$ cat src/dpio_pkg.sv
// Purpose: Shared constants and types for the dual parallel handshake port
// Assumes: Host bus and port lines are synchronous to ref_clk
// Notes:   Control words other than a pending direction or mask word are told apart by their low nibble
package dpio_pkg;
  typedef enum logic [1:0] {MODE_OUT, MODE_IN, MODE_BIDIR, MODE_BIT} dpio_mode_e;

  localparam int         DATA_W        = 8;
  localparam int         FIFO_DEPTH    = 8;
  localparam int         PORT_A        = 0;
  localparam int         PORT_B        = 1;

  // Control word layout
  localparam int         VEC_FLAG_BIT  = 0;
  localparam int         MODE_MSB      = 7;
  localparam int         MODE_LSB      = 6;
  localparam int         IE_BIT        = 7;
  localparam int         AND_BIT       = 6;
  localparam int         LEVEL_BIT     = 5;
  localparam int         MASKF_BIT     = 4;
  localparam logic [3:0] CW_MODE       = 4'hf;
  localparam logic [3:0] CW_INTCTL     = 4'h7;
  localparam logic [3:0] CW_INTDIS     = 4'h3;

  // Two-byte opcode that ends a service routine
  localparam logic [7:0] RET_OP_FIRST  = 8'hed;
  localparam logic [7:0] RET_OP_SECOND = 8'h4d;

  // Reset values and the byte returned on a control read
  localparam dpio_mode_e RST_MODE      = MODE_IN;
  localparam logic [7:0] RST_DIR       = 8'h00;
  localparam logic [7:0] RST_MASK      = 8'hff;
  localparam logic [7:0] RST_VEC       = 8'h00;
  localparam logic [7:0] RST_DATA      = 8'h00;
  localparam logic [7:0] CTRL_RD_DATA  = 8'h00;
endpackage : dpio_pkg

$ cat src/dpio_fifo.sv
// Purpose: Small synchronous FIFO for outgoing port bytes
// Assumes: Single clock, asynchronous active-low reset
// Notes:   Flip-flop storage, combinational read port
`timescale 1ns/1ps
module dpio_fifo #(
  parameter int WIDTH = 8,
  parameter int DEPTH = 8
) (
  input  wire logic             ref_clk,
  input  wire logic             resetn,
  input  wire logic             in_valid,
  output logic                  in_ready,
  input  wire logic [WIDTH-1:0] in_data,
  output logic                  out_valid,
  input  wire logic             out_ready,
  output logic [WIDTH-1:0]      out_data
);
  localparam int AW = $clog2(DEPTH);

  logic [WIDTH-1:0] mem_reg [DEPTH];
  logic [AW-1:0]    wr_ptr_reg;
  logic [AW-1:0]    rd_ptr_reg;
  logic [AW:0]      count_reg;

  wire push = in_valid && in_ready;
  wire pop  = out_valid && out_ready;

  assign in_ready  = count_reg != (AW+1)'(DEPTH);
  assign out_valid = count_reg != '0;
  assign out_data  = mem_reg[rd_ptr_reg];

  always_ff @(posedge ref_clk)
  begin
    if (push)
      mem_reg[wr_ptr_reg] <= in_data;
  end

  always_ff @(posedge ref_clk or negedge resetn)
  begin
    if (!resetn)
    begin
      wr_ptr_reg <= '0;
      rd_ptr_reg <= '0;
      count_reg  <= '0;
    end
    else
    begin
      if (push)
        wr_ptr_reg <= (wr_ptr_reg == AW'(DEPTH - 1)) ? '0 : wr_ptr_reg + 1'b1;
      if (pop)
        rd_ptr_reg <= (rd_ptr_reg == AW'(DEPTH - 1)) ? '0 : rd_ptr_reg + 1'b1;
      if (push && !pop)
        count_reg <= count_reg + 1'b1;
      else if (pop && !push)
        count_reg <= count_reg - 1'b1;
    end
  end
endmodule : dpio_fifo

$ cat src/dpio_port.sv
// Purpose: Dual 8-bit parallel port with handshake and daisy-chain interrupts
// Assumes: All inputs synchronous to ref_clk; port lines resynchronised
// Notes:   Port A output bytes queue in an 8-word FIFO in output and bidirectional modes
`timescale 1ns/1ps
module dpio_port
  import dpio_pkg::*;
(
  input  wire logic       ref_clk,
  input  wire logic       resetn,
  input  wire logic [7:0] cpu_data_in,
  output logic      [7:0] cpu_data_out,
  output logic            cpu_data_oe_n,
  input  wire logic       chip_enable_n,
  input  wire logic       read_n,
  input  wire logic       io_request_n,
  input  wire logic       opcode_fetch_n,
  input  wire logic       port_select,
  input  wire logic       ctrl_select,
  output logic            int_req_out,
  output logic            int_req_oe_n,
  input  wire logic       chain_enable_in,
  output logic            chain_enable_out,
  input  wire logic [7:0] port_a_in,
  output logic      [7:0] port_a_out,
  output logic      [7:0] port_a_oe_n,
  input  wire logic       port_a_strobe_n,
  output logic            port_a_ready,
  input  wire logic [7:0] port_b_in,
  output logic      [7:0] port_b_out,
  output logic      [7:0] port_b_oe_n,
  input  wire logic       port_b_strobe_n,
  output logic            port_b_ready,
  output logic            tx_fifo_full
);
  logic [7:0] pin_in       [2];
  logic [7:0] line_s1_reg  [2];
  logic [7:0] line_s2_reg  [2];
  logic [1:0] stb_s1_reg;
  logic [1:0] stb_s2_reg;
  logic [1:0] stb_s3_reg;
  dpio_mode_e mode_reg     [2];
  logic [7:0] dir_reg      [2];
  logic [7:0] mask_reg     [2];
  logic [7:0] vec_reg      [2];
  logic [7:0] out_reg      [2];
  logic [7:0] in_reg       [2];
  logic [7:0] pin_out_reg  [2];
  logic [7:0] pin_oe_n_reg [2];
  logic [7:0] load_data    [2];
  logic [1:0] ie_reg;
  logic [1:0] and_reg;
  logic [1:0] act_hi_reg;
  logic [1:0] want_dir_reg;
  logic [1:0] want_mask_reg;
  logic [1:0] out_full_reg;
  logic [1:0] in_empty_reg;
  logic [1:0] ip_reg;
  logic [1:0] ius_reg;
  logic [1:0] hit_prev_reg;
  logic [1:0] ready_reg;
  logic [1:0] ready_next;
  logic [1:0] stb_rise;
  logic [1:0] stb_fall;
  logic [1:0] out_ack;
  logic [1:0] in_latch;
  logic [1:0] load_evt;
  logic [1:0] bit_evt;
  logic [1:0] irq_evt;
  logic [1:0] req;
  logic [1:0] ret_clr;
  logic [7:0] rd_data;
  logic [7:0] cpu_data_out_reg;
  logic [7:0] fetch_byte_reg;
  logic [7:0] fifo_out_data;
  logic       cpu_data_oe_n_reg;
  logic       int_oe_n_reg;
  logic       chain_out_reg;
  logic       tx_full_reg;
  logic       rd_prev_reg;
  logic       wr_prev_reg;
  logic       ack_prev_reg;
  logic       ack_drive_reg;
  logic       armed_reg;
  logic       fetch_seen_reg;
  logic       after_first_reg;
  logic       fifo_in_ready;
  logic       fifo_out_valid;
  logic       fifo_out_ready;

  assign pin_in[PORT_A] = port_a_in;
  assign pin_in[PORT_B] = port_b_in;

  wire bus_io   = !chip_enable_n && !io_request_n && opcode_fetch_n;
  wire rd_now   = bus_io && !read_n;
  wire wr_now   = bus_io && read_n;
  wire rd_go    = rd_now && !rd_prev_reg;
  wire wr_go    = wr_now && !wr_prev_reg;
  wire wr_ctrl  = wr_go && ctrl_select;
  wire wr_data  = wr_go && !ctrl_select;
  wire ack_now  = !io_request_n && !opcode_fetch_n;
  wire ack_go   = ack_now && !ack_prev_reg;
  wire bidir    = mode_reg[PORT_A] == MODE_BIDIR;
  wire a_stream = mode_reg[PORT_A] == MODE_OUT || bidir;
  wire ack_port = !req[PORT_A];
  wire ack_sel  = ack_go && (req != 2'b00);
  wire fetch_rd = !opcode_fetch_n && io_request_n && !read_n;
  wire fetch_end = opcode_fetch_n && fetch_seen_reg;
  wire ret_go   = fetch_end && after_first_reg && fetch_byte_reg == RET_OP_SECOND;

  assign stb_rise = stb_s2_reg & ~stb_s3_reg;
  assign stb_fall = ~stb_s2_reg & stb_s3_reg;

  assign out_ack[PORT_A]  = stb_rise[PORT_A] && a_stream;
  assign out_ack[PORT_B]  = stb_rise[PORT_B] && mode_reg[PORT_B] == MODE_OUT;
  // port B strobe fills port A
  assign in_latch[PORT_A] = (stb_fall[PORT_A] && mode_reg[PORT_A] == MODE_IN) || (stb_fall[PORT_B] && bidir);
  assign in_latch[PORT_B] = stb_fall[PORT_B] && mode_reg[PORT_B] == MODE_IN;
  assign irq_evt[PORT_A]  = out_ack[PORT_A] || (stb_fall[PORT_A] && mode_reg[PORT_A] == MODE_IN) || bit_evt[PORT_A];
  assign irq_evt[PORT_B]  = out_ack[PORT_B] || (stb_fall[PORT_B] && (mode_reg[PORT_B] == MODE_IN || bidir))
                            || bit_evt[PORT_B];

  assign fifo_out_ready    = !out_full_reg[PORT_A] && a_stream;
  assign load_evt[PORT_A]  = fifo_out_valid && fifo_out_ready;
  assign load_data[PORT_A] = fifo_out_data;
  assign load_evt[PORT_B]  = wr_data && port_select && mode_reg[PORT_B] == MODE_OUT;
  assign load_data[PORT_B] = cpu_data_in;

  // blocked while this or higher in service
  assign req[PORT_A] = ip_reg[PORT_A] && armed_reg && chain_enable_in && !ius_reg[PORT_A];
  assign req[PORT_B] = ip_reg[PORT_B] && armed_reg && chain_enable_in && ius_reg == 2'b00;
  assign ret_clr[PORT_A] = ret_go && chain_enable_in && ius_reg[PORT_A];
  assign ret_clr[PORT_B] = ret_go && chain_enable_in && !ius_reg[PORT_A] && ius_reg[PORT_B];

  dpio_fifo #(
    .WIDTH (DATA_W),
    .DEPTH (FIFO_DEPTH)
  ) u_tx_fifo (
    .ref_clk   (ref_clk),
    .resetn    (resetn),
    .in_valid  (wr_data && !port_select && a_stream),
    .in_ready  (fifo_in_ready),
    .in_data   (cpu_data_in),
    .out_valid (fifo_out_valid),
    .out_ready (fifo_out_ready),
    .out_data  (fifo_out_data)
  );

  always_comb
  begin
    ready_next = 2'b00;
    for (int q = 0; q < 2; q++)
    begin
      case (mode_reg[q])
        MODE_OUT, MODE_BIDIR: ready_next[q] = out_full_reg[q];
        MODE_IN:              ready_next[q] = in_empty_reg[q];
        default:              ready_next[q] = 1'b0;
      endcase
    end
    if (bidir)
      ready_next[PORT_B] = in_empty_reg[PORT_A];
  end

  always_comb
  begin
    rd_data = CTRL_RD_DATA;
    if (!ctrl_select)
    begin
      case (mode_reg[port_select])
        MODE_OUT: rd_data = out_reg[port_select];
        MODE_BIT: rd_data = (out_reg[port_select] & dir_reg[port_select])
                            | (line_s2_reg[port_select] & ~dir_reg[port_select]);
        default:  rd_data = in_reg[port_select];
      endcase
    end
  end

  for (genvar p = 0; p < 2; p++)
  begin : g_port
    localparam logic PSEL = 1'(p);
    wire       sel_ctrl = wr_ctrl && port_select == PSEL;
    wire       sel_data = wr_data && port_select == PSEL;
    wire       rd_evt   = rd_go && !ctrl_select && port_select == PSEL;
    wire [7:0] act      = ~(line_s2_reg[p] ^ {8{act_hi_reg[p]}});
    wire [7:0] cand     = ~mask_reg[p] & ~dir_reg[p];
    // AND or OR of active bits
    wire       hit      = and_reg[p] ? (cand != 8'h00 && (act & cand) == cand) : (act & cand) != 8'h00;
    assign bit_evt[p] = mode_reg[p] == MODE_BIT && hit && !hit_prev_reg[p];

    always_ff @(posedge ref_clk or negedge resetn)
    begin
      if (!resetn)
      begin
        line_s1_reg[p]  <= RST_DATA;
        line_s2_reg[p]  <= RST_DATA;
        stb_s1_reg[p]   <= 1'b1;
        stb_s2_reg[p]   <= 1'b1;
        stb_s3_reg[p]   <= 1'b1;
        hit_prev_reg[p] <= 1'b0;
      end
      else
      begin
        line_s1_reg[p]  <= pin_in[p];
        line_s2_reg[p]  <= line_s1_reg[p];
        stb_s1_reg[p]   <= p == PORT_A ? port_a_strobe_n : port_b_strobe_n;
        stb_s2_reg[p]   <= stb_s1_reg[p];
        stb_s3_reg[p]   <= stb_s2_reg[p];
        hit_prev_reg[p] <= hit;
      end
    end

    // Control words; a pending direction or mask word takes priority
    always_ff @(posedge ref_clk or negedge resetn)
    begin
      if (!resetn)
      begin
        mode_reg[p]      <= RST_MODE;
        dir_reg[p]       <= RST_DIR;
        mask_reg[p]      <= RST_MASK;
        vec_reg[p]       <= RST_VEC;
        ie_reg[p]        <= 1'b0;
        and_reg[p]       <= 1'b0;
        act_hi_reg[p]    <= 1'b0;
        want_dir_reg[p]  <= 1'b0;
        want_mask_reg[p] <= 1'b0;
      end
      else if (sel_ctrl)
      begin
        if (want_dir_reg[p])
        begin
          dir_reg[p]      <= cpu_data_in;
          want_dir_reg[p] <= 1'b0;
        end
        else if (want_mask_reg[p])
        begin
          mask_reg[p]      <= cpu_data_in;
          want_mask_reg[p] <= 1'b0;
        end
        else if (!cpu_data_in[VEC_FLAG_BIT])
          vec_reg[p] <= cpu_data_in;
        else if (cpu_data_in[3:0] == CW_MODE)
        begin
          mode_reg[p] <= (p == PORT_B && cpu_data_in[MODE_MSB:MODE_LSB] == 2'(MODE_BIDIR))
                         ? MODE_IN : dpio_mode_e'(cpu_data_in[MODE_MSB:MODE_LSB]);
          want_dir_reg[p] <= cpu_data_in[MODE_MSB:MODE_LSB] == 2'(MODE_BIT);
        end
        else if (cpu_data_in[3:0] == CW_INTCTL)
        begin
          ie_reg[p]        <= cpu_data_in[IE_BIT];
          and_reg[p]       <= cpu_data_in[AND_BIT];
          act_hi_reg[p]    <= cpu_data_in[LEVEL_BIT];
          want_mask_reg[p] <= cpu_data_in[MASKF_BIT];
        end
        else if (cpu_data_in[3:0] == CW_INTDIS)
          ie_reg[p] <= cpu_data_in[IE_BIT];
      end
    end

    // Data registers and handshake flags
    always_ff @(posedge ref_clk or negedge resetn)
    begin
      if (!resetn)
      begin
        out_reg[p]      <= RST_DATA;
        in_reg[p]       <= RST_DATA;
        out_full_reg[p] <= 1'b0;
        in_empty_reg[p] <= 1'b0;
      end
      else
      begin
        if (load_evt[p])
          out_reg[p] <= load_data[p];
        else if (sel_data && mode_reg[p] != MODE_OUT && mode_reg[p] != MODE_BIDIR)
          out_reg[p] <= cpu_data_in;
        if (load_evt[p])
          out_full_reg[p] <= 1'b1;
        else if (out_ack[p])
          out_full_reg[p] <= 1'b0;
        if (in_latch[p])
          in_reg[p] <= line_s2_reg[p];
        if (in_latch[p])
          in_empty_reg[p] <= 1'b0;
        else if (rd_evt && (mode_reg[p] == MODE_IN || mode_reg[p] == MODE_BIDIR))
          in_empty_reg[p] <= 1'b1;
      end
    end

    // Pending and in-service; a new event wins over the acknowledge
    always_ff @(posedge ref_clk or negedge resetn)
    begin
      if (!resetn)
      begin
        ip_reg[p]  <= 1'b0;
        ius_reg[p] <= 1'b0;
      end
      else
      begin
        if (irq_evt[p] && ie_reg[p])
          ip_reg[p] <= 1'b1;
        else if (ack_sel && ack_port == PSEL)
          ip_reg[p] <= 1'b0;
        if (ack_sel && ack_port == PSEL)
          ius_reg[p] <= 1'b1;
        else if (ret_clr[p])
          ius_reg[p] <= 1'b0;
      end
    end

    always_ff @(posedge ref_clk or negedge resetn)
    begin
      if (!resetn)
      begin
        pin_out_reg[p]  <= RST_DATA;
        pin_oe_n_reg[p] <= 8'hff;
        ready_reg[p]    <= 1'b0;
      end
      else
      begin
        pin_out_reg[p] <= out_reg[p];
        ready_reg[p]   <= ready_next[p];
        case (mode_reg[p])
          MODE_OUT:   pin_oe_n_reg[p] <= 8'h00;
          MODE_BIDIR: pin_oe_n_reg[p] <= stb_s2_reg[p] ? 8'hff : 8'h00;
          MODE_BIT:   pin_oe_n_reg[p] <= ~dir_reg[p];
          default:    pin_oe_n_reg[p] <= 8'hff;
        endcase
      end
    end
  end

  always_ff @(posedge ref_clk or negedge resetn)
  begin
    if (!resetn)
    begin
      rd_prev_reg     <= 1'b0;
      wr_prev_reg     <= 1'b0;
      ack_prev_reg    <= 1'b0;
      fetch_byte_reg  <= RST_DATA;
      fetch_seen_reg  <= 1'b0;
      after_first_reg <= 1'b0;
      armed_reg       <= 1'b0;
    end
    else
    begin
      rd_prev_reg    <= rd_now;
      wr_prev_reg    <= wr_now;
      ack_prev_reg   <= ack_now;
      fetch_seen_reg <= fetch_rd || (fetch_seen_reg && !opcode_fetch_n);
      if (fetch_rd)
        fetch_byte_reg <= cpu_data_in;
      if (fetch_end)
        after_first_reg <= fetch_byte_reg == RET_OP_FIRST;
      // arm on opcode fetch after programming
      if (wr_ctrl)
        armed_reg <= 1'b0;
      else if (!opcode_fetch_n)
        armed_reg <= 1'b1;
    end
  end

  always_ff @(posedge ref_clk or negedge resetn)
  begin
    if (!resetn)
    begin
      cpu_data_out_reg  <= RST_DATA;
      cpu_data_oe_n_reg <= 1'b1;
      ack_drive_reg     <= 1'b0;
      int_oe_n_reg      <= 1'b1;
      chain_out_reg     <= 1'b0;
      tx_full_reg       <= 1'b0;
    end
    else
    begin
      ack_drive_reg     <= ack_now && (ack_drive_reg || ack_sel);
      cpu_data_oe_n_reg <= !(rd_now || (ack_now && (ack_drive_reg || ack_sel)));
      // vector on acknowledge, low bit cleared
      if (ack_sel)
        cpu_data_out_reg <= {vec_reg[ack_port][7:1], 1'b0};
      else if (rd_now)
        cpu_data_out_reg <= rd_data;
      int_oe_n_reg  <= req == 2'b00;
      chain_out_reg <= chain_enable_in && ius_reg == 2'b00;
      tx_full_reg   <= !fifo_in_ready;
    end
  end

  assign cpu_data_out     = cpu_data_out_reg;
  assign cpu_data_oe_n    = cpu_data_oe_n_reg;
  assign int_req_out      = 1'b0;
  assign int_req_oe_n     = int_oe_n_reg;
  assign chain_enable_out = chain_out_reg;
  assign port_a_out       = pin_out_reg[PORT_A];
  assign port_a_oe_n      = pin_oe_n_reg[PORT_A];
  assign port_a_ready     = ready_reg[PORT_A];
  assign port_b_out       = pin_out_reg[PORT_B];
  assign port_b_oe_n      = pin_oe_n_reg[PORT_B];
  assign port_b_ready     = ready_reg[PORT_B];
  assign tx_fifo_full     = tx_full_reg;
endmodule : dpio_port

$ cat config.mk
export PLATFORM = sky130hd
export DESIGN_NAME = dpio_port
export DESIGN_NICKNAME = d
export VERILOG_FILES = /design/src/dpio_pkg.sv /design/src/dpio_fifo.sv /design/src/dpio_port.sv
export SDC_FILE = /design/constraint.sdc
export NUM_CORES = 1
export LEC_CHECK = 0
export BUFFER_PORTS_ARGS = -buffer_cell sky130_fd_sc_hd__buf_2
export CORE_ASPECT_RATIO = 0.7
export CORE_MARGIN = 1.5
export CORE_UTILIZATION = 25
export DETAILED_ROUTE_END_ITERATION = 12
export MAX_ROUTING_LAYER = met4
export SLEW_MARGIN = 0
export SYNTH_ARGS = -nofsm -noshare
export SYNTH_HDL_FRONTEND = slang
export SYNTH_SLANG_ARGS = --single-unit
$ cat constraint.sdc
create_clock -name ref_clk -period 3 [get_ports ref_clk]
set_input_delay 0.3 -clock ref_clk [delete_from_list [all_inputs] [get_ports ref_clk]]
set_output_delay 0.3 -clock ref_clk [all_outputs]
set_load 0.01 [all_outputs]
# --- Word level (Yosys, flattened, before mapping) ---
# Memory sizes are Yosys's and may differ from the RTL's.
# Index checks and enable logic that the tools add are counted.
classes:
  n_reduce_logical: 138
  mux: 73
  n_eq_ne: 22
  addsub: 4
  n_lt_le_gt_ge: 2
  bitwise_logic: 29
op_table:
  columns: ["op", "n"]
  rows:
  - ["8-bit 2-to-1 mux", 24]
  - ["1-bit logical AND", 66]
  - ["8-bit NOT", 7]
  - ["8-bit AND", 6]
  - ["8-bit case mux with 3 select lines", 2]
  - ["1-bit 2-to-1 mux", 36]
  - ["2-bit nonzero test", 16]
  - ["8-bit nonzero test", 4]
  - ["6-bit AND reduction", 4]
  - ["1-bit zero test", 18]
  - ["8-bit == test", 2]
  - ["8-bit case mux with 2 select lines", 1]
  - ["8-bit XOR", 2]
  - ["2-bit == test (second input constant)", 7]
  - ["1-bit logical OR", 12]
  - ["2-bit zero test", 5]
  - ["5-bit AND reduction", 2]
  - ["8-bit by 7-bit == test with 1-bit output (second input constant)", 1]
  - ["8-bit == test (second input constant)", 1]
  - ["2-bit 2-to-1 mux", 4]
  - ["4-bit 2-to-1 mux", 2]
  - ["8-bit OR", 1]
  - ["2-bit AND reduction", 4]
  - ["4-bit AND reduction", 2]
  - ["21 further kinds", 39]
word_totals:
  mem_count: 1
  register_bits: 211
  elab_cells: 333
  ram_bits: 64
  in_bits: 35
memory_table:
  columns: ["name", "depth", "word_bits", "rd", "rd_clocked_by_memory_dff", "write_ports", "line", "text"]
  rows:
  - ["u_tx_fifo.mem_reg", 8, 8, 1, 0, 1, "dpio_fifo.sv:20", "logic [WIDTH-1:0] mem_reg [DEPTH];"]

# --- Longest topological paths before layout ---
depth:
  depth_word: 13
  depth_mapped: 14
  depth_no_buf: 13

# --- Hierarchy ---
# Synthesis repeated with hierarchy kept, for this count alone.
unflattened:
  cells_unflattened: 819
  area_unflattened_um2: 11644.9
modules_own_cells:
  columns: ["mod", "n_inst", "area_per_inst_um2", "cells_per_inst"]
  rows:
  - ["dpio_port", 1, 8493.1, 662]
  - ["dpio_fifo", 1, 3151.8, 157]

# --- Worst setup path after synthesis ---
# Ideal clock, no wire load.
synth_path:
  path_kind: "register to register"
  from: "reg mode_reg[2] (netlist name)"
  to: "reg u_tx_fifo.count_reg[3]"
  stages_incl_launch_ff: 14
  arrival_ns: 2.692
  slack_ns: 0.183
  n_path_buf: 0
  setup_ns: 0.125
  required_time_ns: 2.875
  path_cell_list: "dfstp_2 inv_1 ha_1 or2_2 nand3_1 inv_1 ha_1 inv_1 ha_1 a21o_1 a21oi_1 xnor2_1 nor2_1 xor2_1"
synth_between:
  elab_chain_cells: 7
  word_cells_on_any_way: 13
synth_lines:
  columns: ["element", "line", "text"]
  rows:
  - ["start: declaration", "dpio_port.sv:41", "dpio_mode_e mode_reg [2];"]
  - ["start signal: indexed assignment", "dpio_port.sv:242", "mode_reg[p] <= (p == PORT_B && cpu_data_in[MODE_MSB:MODE_LSB] == 2'(MODE_BIDIR))"]
  - ["2-bit == test / 2-bit zero test (equally long branches)", "dpio_port.sv:102, dpio_port.sv:103", null]
  - ["1-bit logical OR (*)", "dpio_port.sv:103", "wire a_stream = mode_reg[PORT_A] == MODE_OUT || bidir;"]
  - ["1-bit logical AND (*)", "dpio_port.sv:140", ".in_valid (wr_data && !port_select && a_stream),"]
  - ["1-bit logical AND (*)", "dpio_fifo.sv:25", "wire push = in_valid && in_ready;"]
  - ["net u_tx_fifo.push", "dpio_fifo.sv:25", null]
  - ["1-bit zero test", "dpio_fifo.sv:54", "else if (pop && !push)"]
  - ["1-bit logical AND", "dpio_fifo.sv:54", null]
  - ["2-bit nonzero test (no source line)", null, null]
  - ["end signal: assignment", "dpio_fifo.sv:53", "count_reg <= count_reg + 1'b1;"]
  - ["end signal: assignment", "dpio_fifo.sv:55", "count_reg <= count_reg - 1'b1;"]
  - ["end: declaration", "dpio_fifo.sv:23", "logic [AW:0] count_reg;"]
# Mark *: on every way through the listed nets, which the timed path passes. The rest lies on a longest branch.
# A chain may end at the register's enable or synchronous reset.

# --- Final worst setup path ---
# Same ends and word-level chain as after synthesis.

==> out/qor.yml <==
run_status:
  outcome: "finished, final reports clean"
die:
  core_um2: 45300
  fp.dieArea_um2: 47500
  initial_core_util: 0.255
  std_cell_rows: 65
  ios: 82
  fp.dieW_um: 260
  die_y_um: 183
route:
  firstDrtPassIters: 5
  drt-initial-drc-count: 572
  viasPerCell: 4.59
  wl_per_cell_um: 19.7
  drt-total-wl_um: 30900
  drcViolationCount: 0
  detail-route-antenna-nets: 0
  vias: 7204
synth:
  syn_area_um2: 11500
  yosysMostFrequentCell: "dfrtp_1"
  yosys_warnings: 0
  synthTopCellsByArea: "dfrtp_1, edfxtp_1, dfstp_2, mux2_2, mux4_2"
  syn-num-nets: 880
  synth.distinct_cells: 66
  yosys.area.top_type_share: 0.367
  synthTopCellsByCount: "dfrtp_1, mux2_2, edfxtp_1"
  synth_edf_count: 64
  async_reset_ff_frac: 0.767
  ys_seq_area_frac: 0.629
  avgSynthCellArea_um2: 14.0
  ys.flop_type: "dfrtp_1"
  synth_cells: 824
  yosys.area.top_type: "dfrtp_1"
  ys_ff_latch: 275
clock_network:
  clock_path_buffers: 3
  htree_levels: 1
  insertion_delay_ns: 0.55
  holdBufCountCts: 19
  cts_setup_buffers: 0
  clock-sinks: 275
  cts-buffers-inserted: 26
  clkTransAtPathRegs_ns: 0.07
  cts.repair.resized: 0
  cts-root-buf: "clkbuf_16"
  cts_tree: "yes"
sta:
  fin_crit_sh: 0.900
  slew_headroom: 0.458
  finalHoldViolCount: 0
  finalSetupViolations: 0
  rsz0062_at_grt: "false"
  max_slew.worst_pin.slew_ns: 0.813
  fin_worst_skew_ns: 0.0170
  timing.fmax_ghz: 0.371
  final_max_slew_viol_count: 0
  fin_crit_ns: 2.70
  tns_ns: 0
setup_path:
  cp-start-kind: "flip-flop"
  crit_start: "mode_reg[2]$_DFFE_PN1P_"
  crit_required_ns: 3.44
  cp_max_fo: 7
  criticalPathCategory: "flip-flop to flip-flop"
  cp-end-kind: "flip-flop"
  crit_buf_inv: 3
  cp_num_cells: 13
  reg2reg_from: "mode_reg[2]$_DFFE_PN1P_"
  crit_arrival_ns: 3.14
  crit_path_max_incr_delay_ns: 0.60
  rr_worst_depth: 13
  rrSetupSlack_ns: 0.30
  cpMaxStageDelayCell: "dfstp_2"
  cp_cell_sequence: "inv_1, ha_1, or2_2, nand3_1, inv_1, ha_1, inv_1, ha_1, a21o_1, a21oi_1, xnor2_1, nor2_1, xor2_1"
  crit_family: "adder cells"
grt:
  grt_max_degree: 77
  grt_pass1_vias: 7236
  grt.total_usage: 0.135
  antenna_found_initial: 2
  gr-total-overflow: 0
  grt_pass1_wl_um: 46400
place:
  dp_hpwl_um: 21800
  port_buffers: 80
  place_area_um2: 12800
  gp_congestion: 0.832
pwr:
  pwr_density_cell_nw_per_um2: 705
  fin_total_pwr_uw: 9750
  p_leak_uw: 0.00589
  ir_worst_vdd_v: 0.000551
layout:
  syn_to_final_growth_pct: 19.8
  final_area_um2: 13800
  num-nets-final: 1002
  num_antenna_cells: 0
  fill_cells: 4543
  largest_reg_flops: 64
  drive_gt1_frac: 0.331
hold_path:
  whs_path_depth: 2
  min-delay-start: "chain_enable_in"
  hp-class: "input pin to flip-flop"
run:
  cap_violations: 0
-- layout by cell type, fill, tap and decap left out, drive strengths merged, types with 19 or more instances in the layout --
master       count
o21ai           49
dlygate4sd3     19
ha              20
mux2            99
dfstp           42
a21oi           23
nor3            27
edfxtp          64
nor2            44
clkbuf          39
mux2i           32
buf            108
dfrtp          169
nand2           52
-- cell families (layout without fill, tap and decap cells) --
| kind of cell | count (synthesis) | in the layout | share of synthesized area |
|---|---|---|---|
| other | 1 | 1 | 0.000325 |
| adder cells (fa/ha/maj) | 21 | 21 | 0.0234 |
| buffers and inverters | 49 | 191 | 0.0185 |
| AO/OA/AOI/OAI | 128 | 128 | 0.0706 |
| multiplexers | 147 | 147 | 0.160 |
| XOR/XNOR | 20 | 20 | 0.0152 |
| AND/OR/NAND/NOR | 183 | 183 | 0.0828 |
| flip-flops | 275 | 275 | 0.629 |
-- layer usage --
layer	global-route usage	share of wire	vias up
met5	-	0	-
met4	0.0191	0.012	0
met3	0.0228	0.062	33
met2	0.190	0.42	209
met1	0.205	0.50	3714
li1	-	-	3248
-- final cells by class --
type / count / area [µm²] / share of cell area
tap: 603 / 754 / 0.0546
clock buffer: 39 / 759 / 0.0549
inverter: 16 / 60.1 / 0.00435
multi-input combinational: 500 / 4070 / 0.295
sequential: 275 / 7250 / 0.525
clock inverter: 9 / 86.3 / 0.00625
timing repair buffer: 127 / 836 / 0.0605
-- worst paths after layout --
check	to
max	u_tx_fifo.count_reg[3]$_DFFE_PN0P_
min	chain_enable_out$_DFF_PN0_
max reg2reg	u_tx_fifo.count_reg[3]$_DFFE_PN0P_
min reg2reg	line_s2_reg[7]$_DFF_PN0_
max in group asynchronous	mask_reg[14]$_DFFE_PN1P_
min in group asynchronous	port_a_out[7]$_DFF_PN0_
-- power breakdown --
| part | internal, µW | switching [µW] |
|---|---|---|
| clock network | 1840 | 1450 |
| registers | 4240 | 561 |
| logic | 857 | 802 |
| total | 6940 | 2810 |
-- stage by stage --
stage	utilization	hold slack, ns	instances	setup WS (ns)
floorplan	-	0.00441	824	0.183
global placement	0.282	0.318	1502	0.107
detailed placement	0.282	0.316	1502	0.0920
CTS	0.305	0.0299	1569	0.292
global route	0.305	0.0386	1569	0.144
finish	0.305	0.0397	1569	0.301
-- worst reg2reg max path, delay by kind of cell (launching register included) --
family | cells | cell delay (ns)
XOR/XNOR | 2 | 0.27
AO/OA/AOI/OAI | 2 | 0.34
adder cells (fa/ha/maj) | 3 | 0.67
flip-flops | 1 | 0.60
buffers and inverters | 3 | 0.23
AND/OR/NAND/NOR | 3 | 0.46
Note: power is estimated with default switching activity, not from simulation.
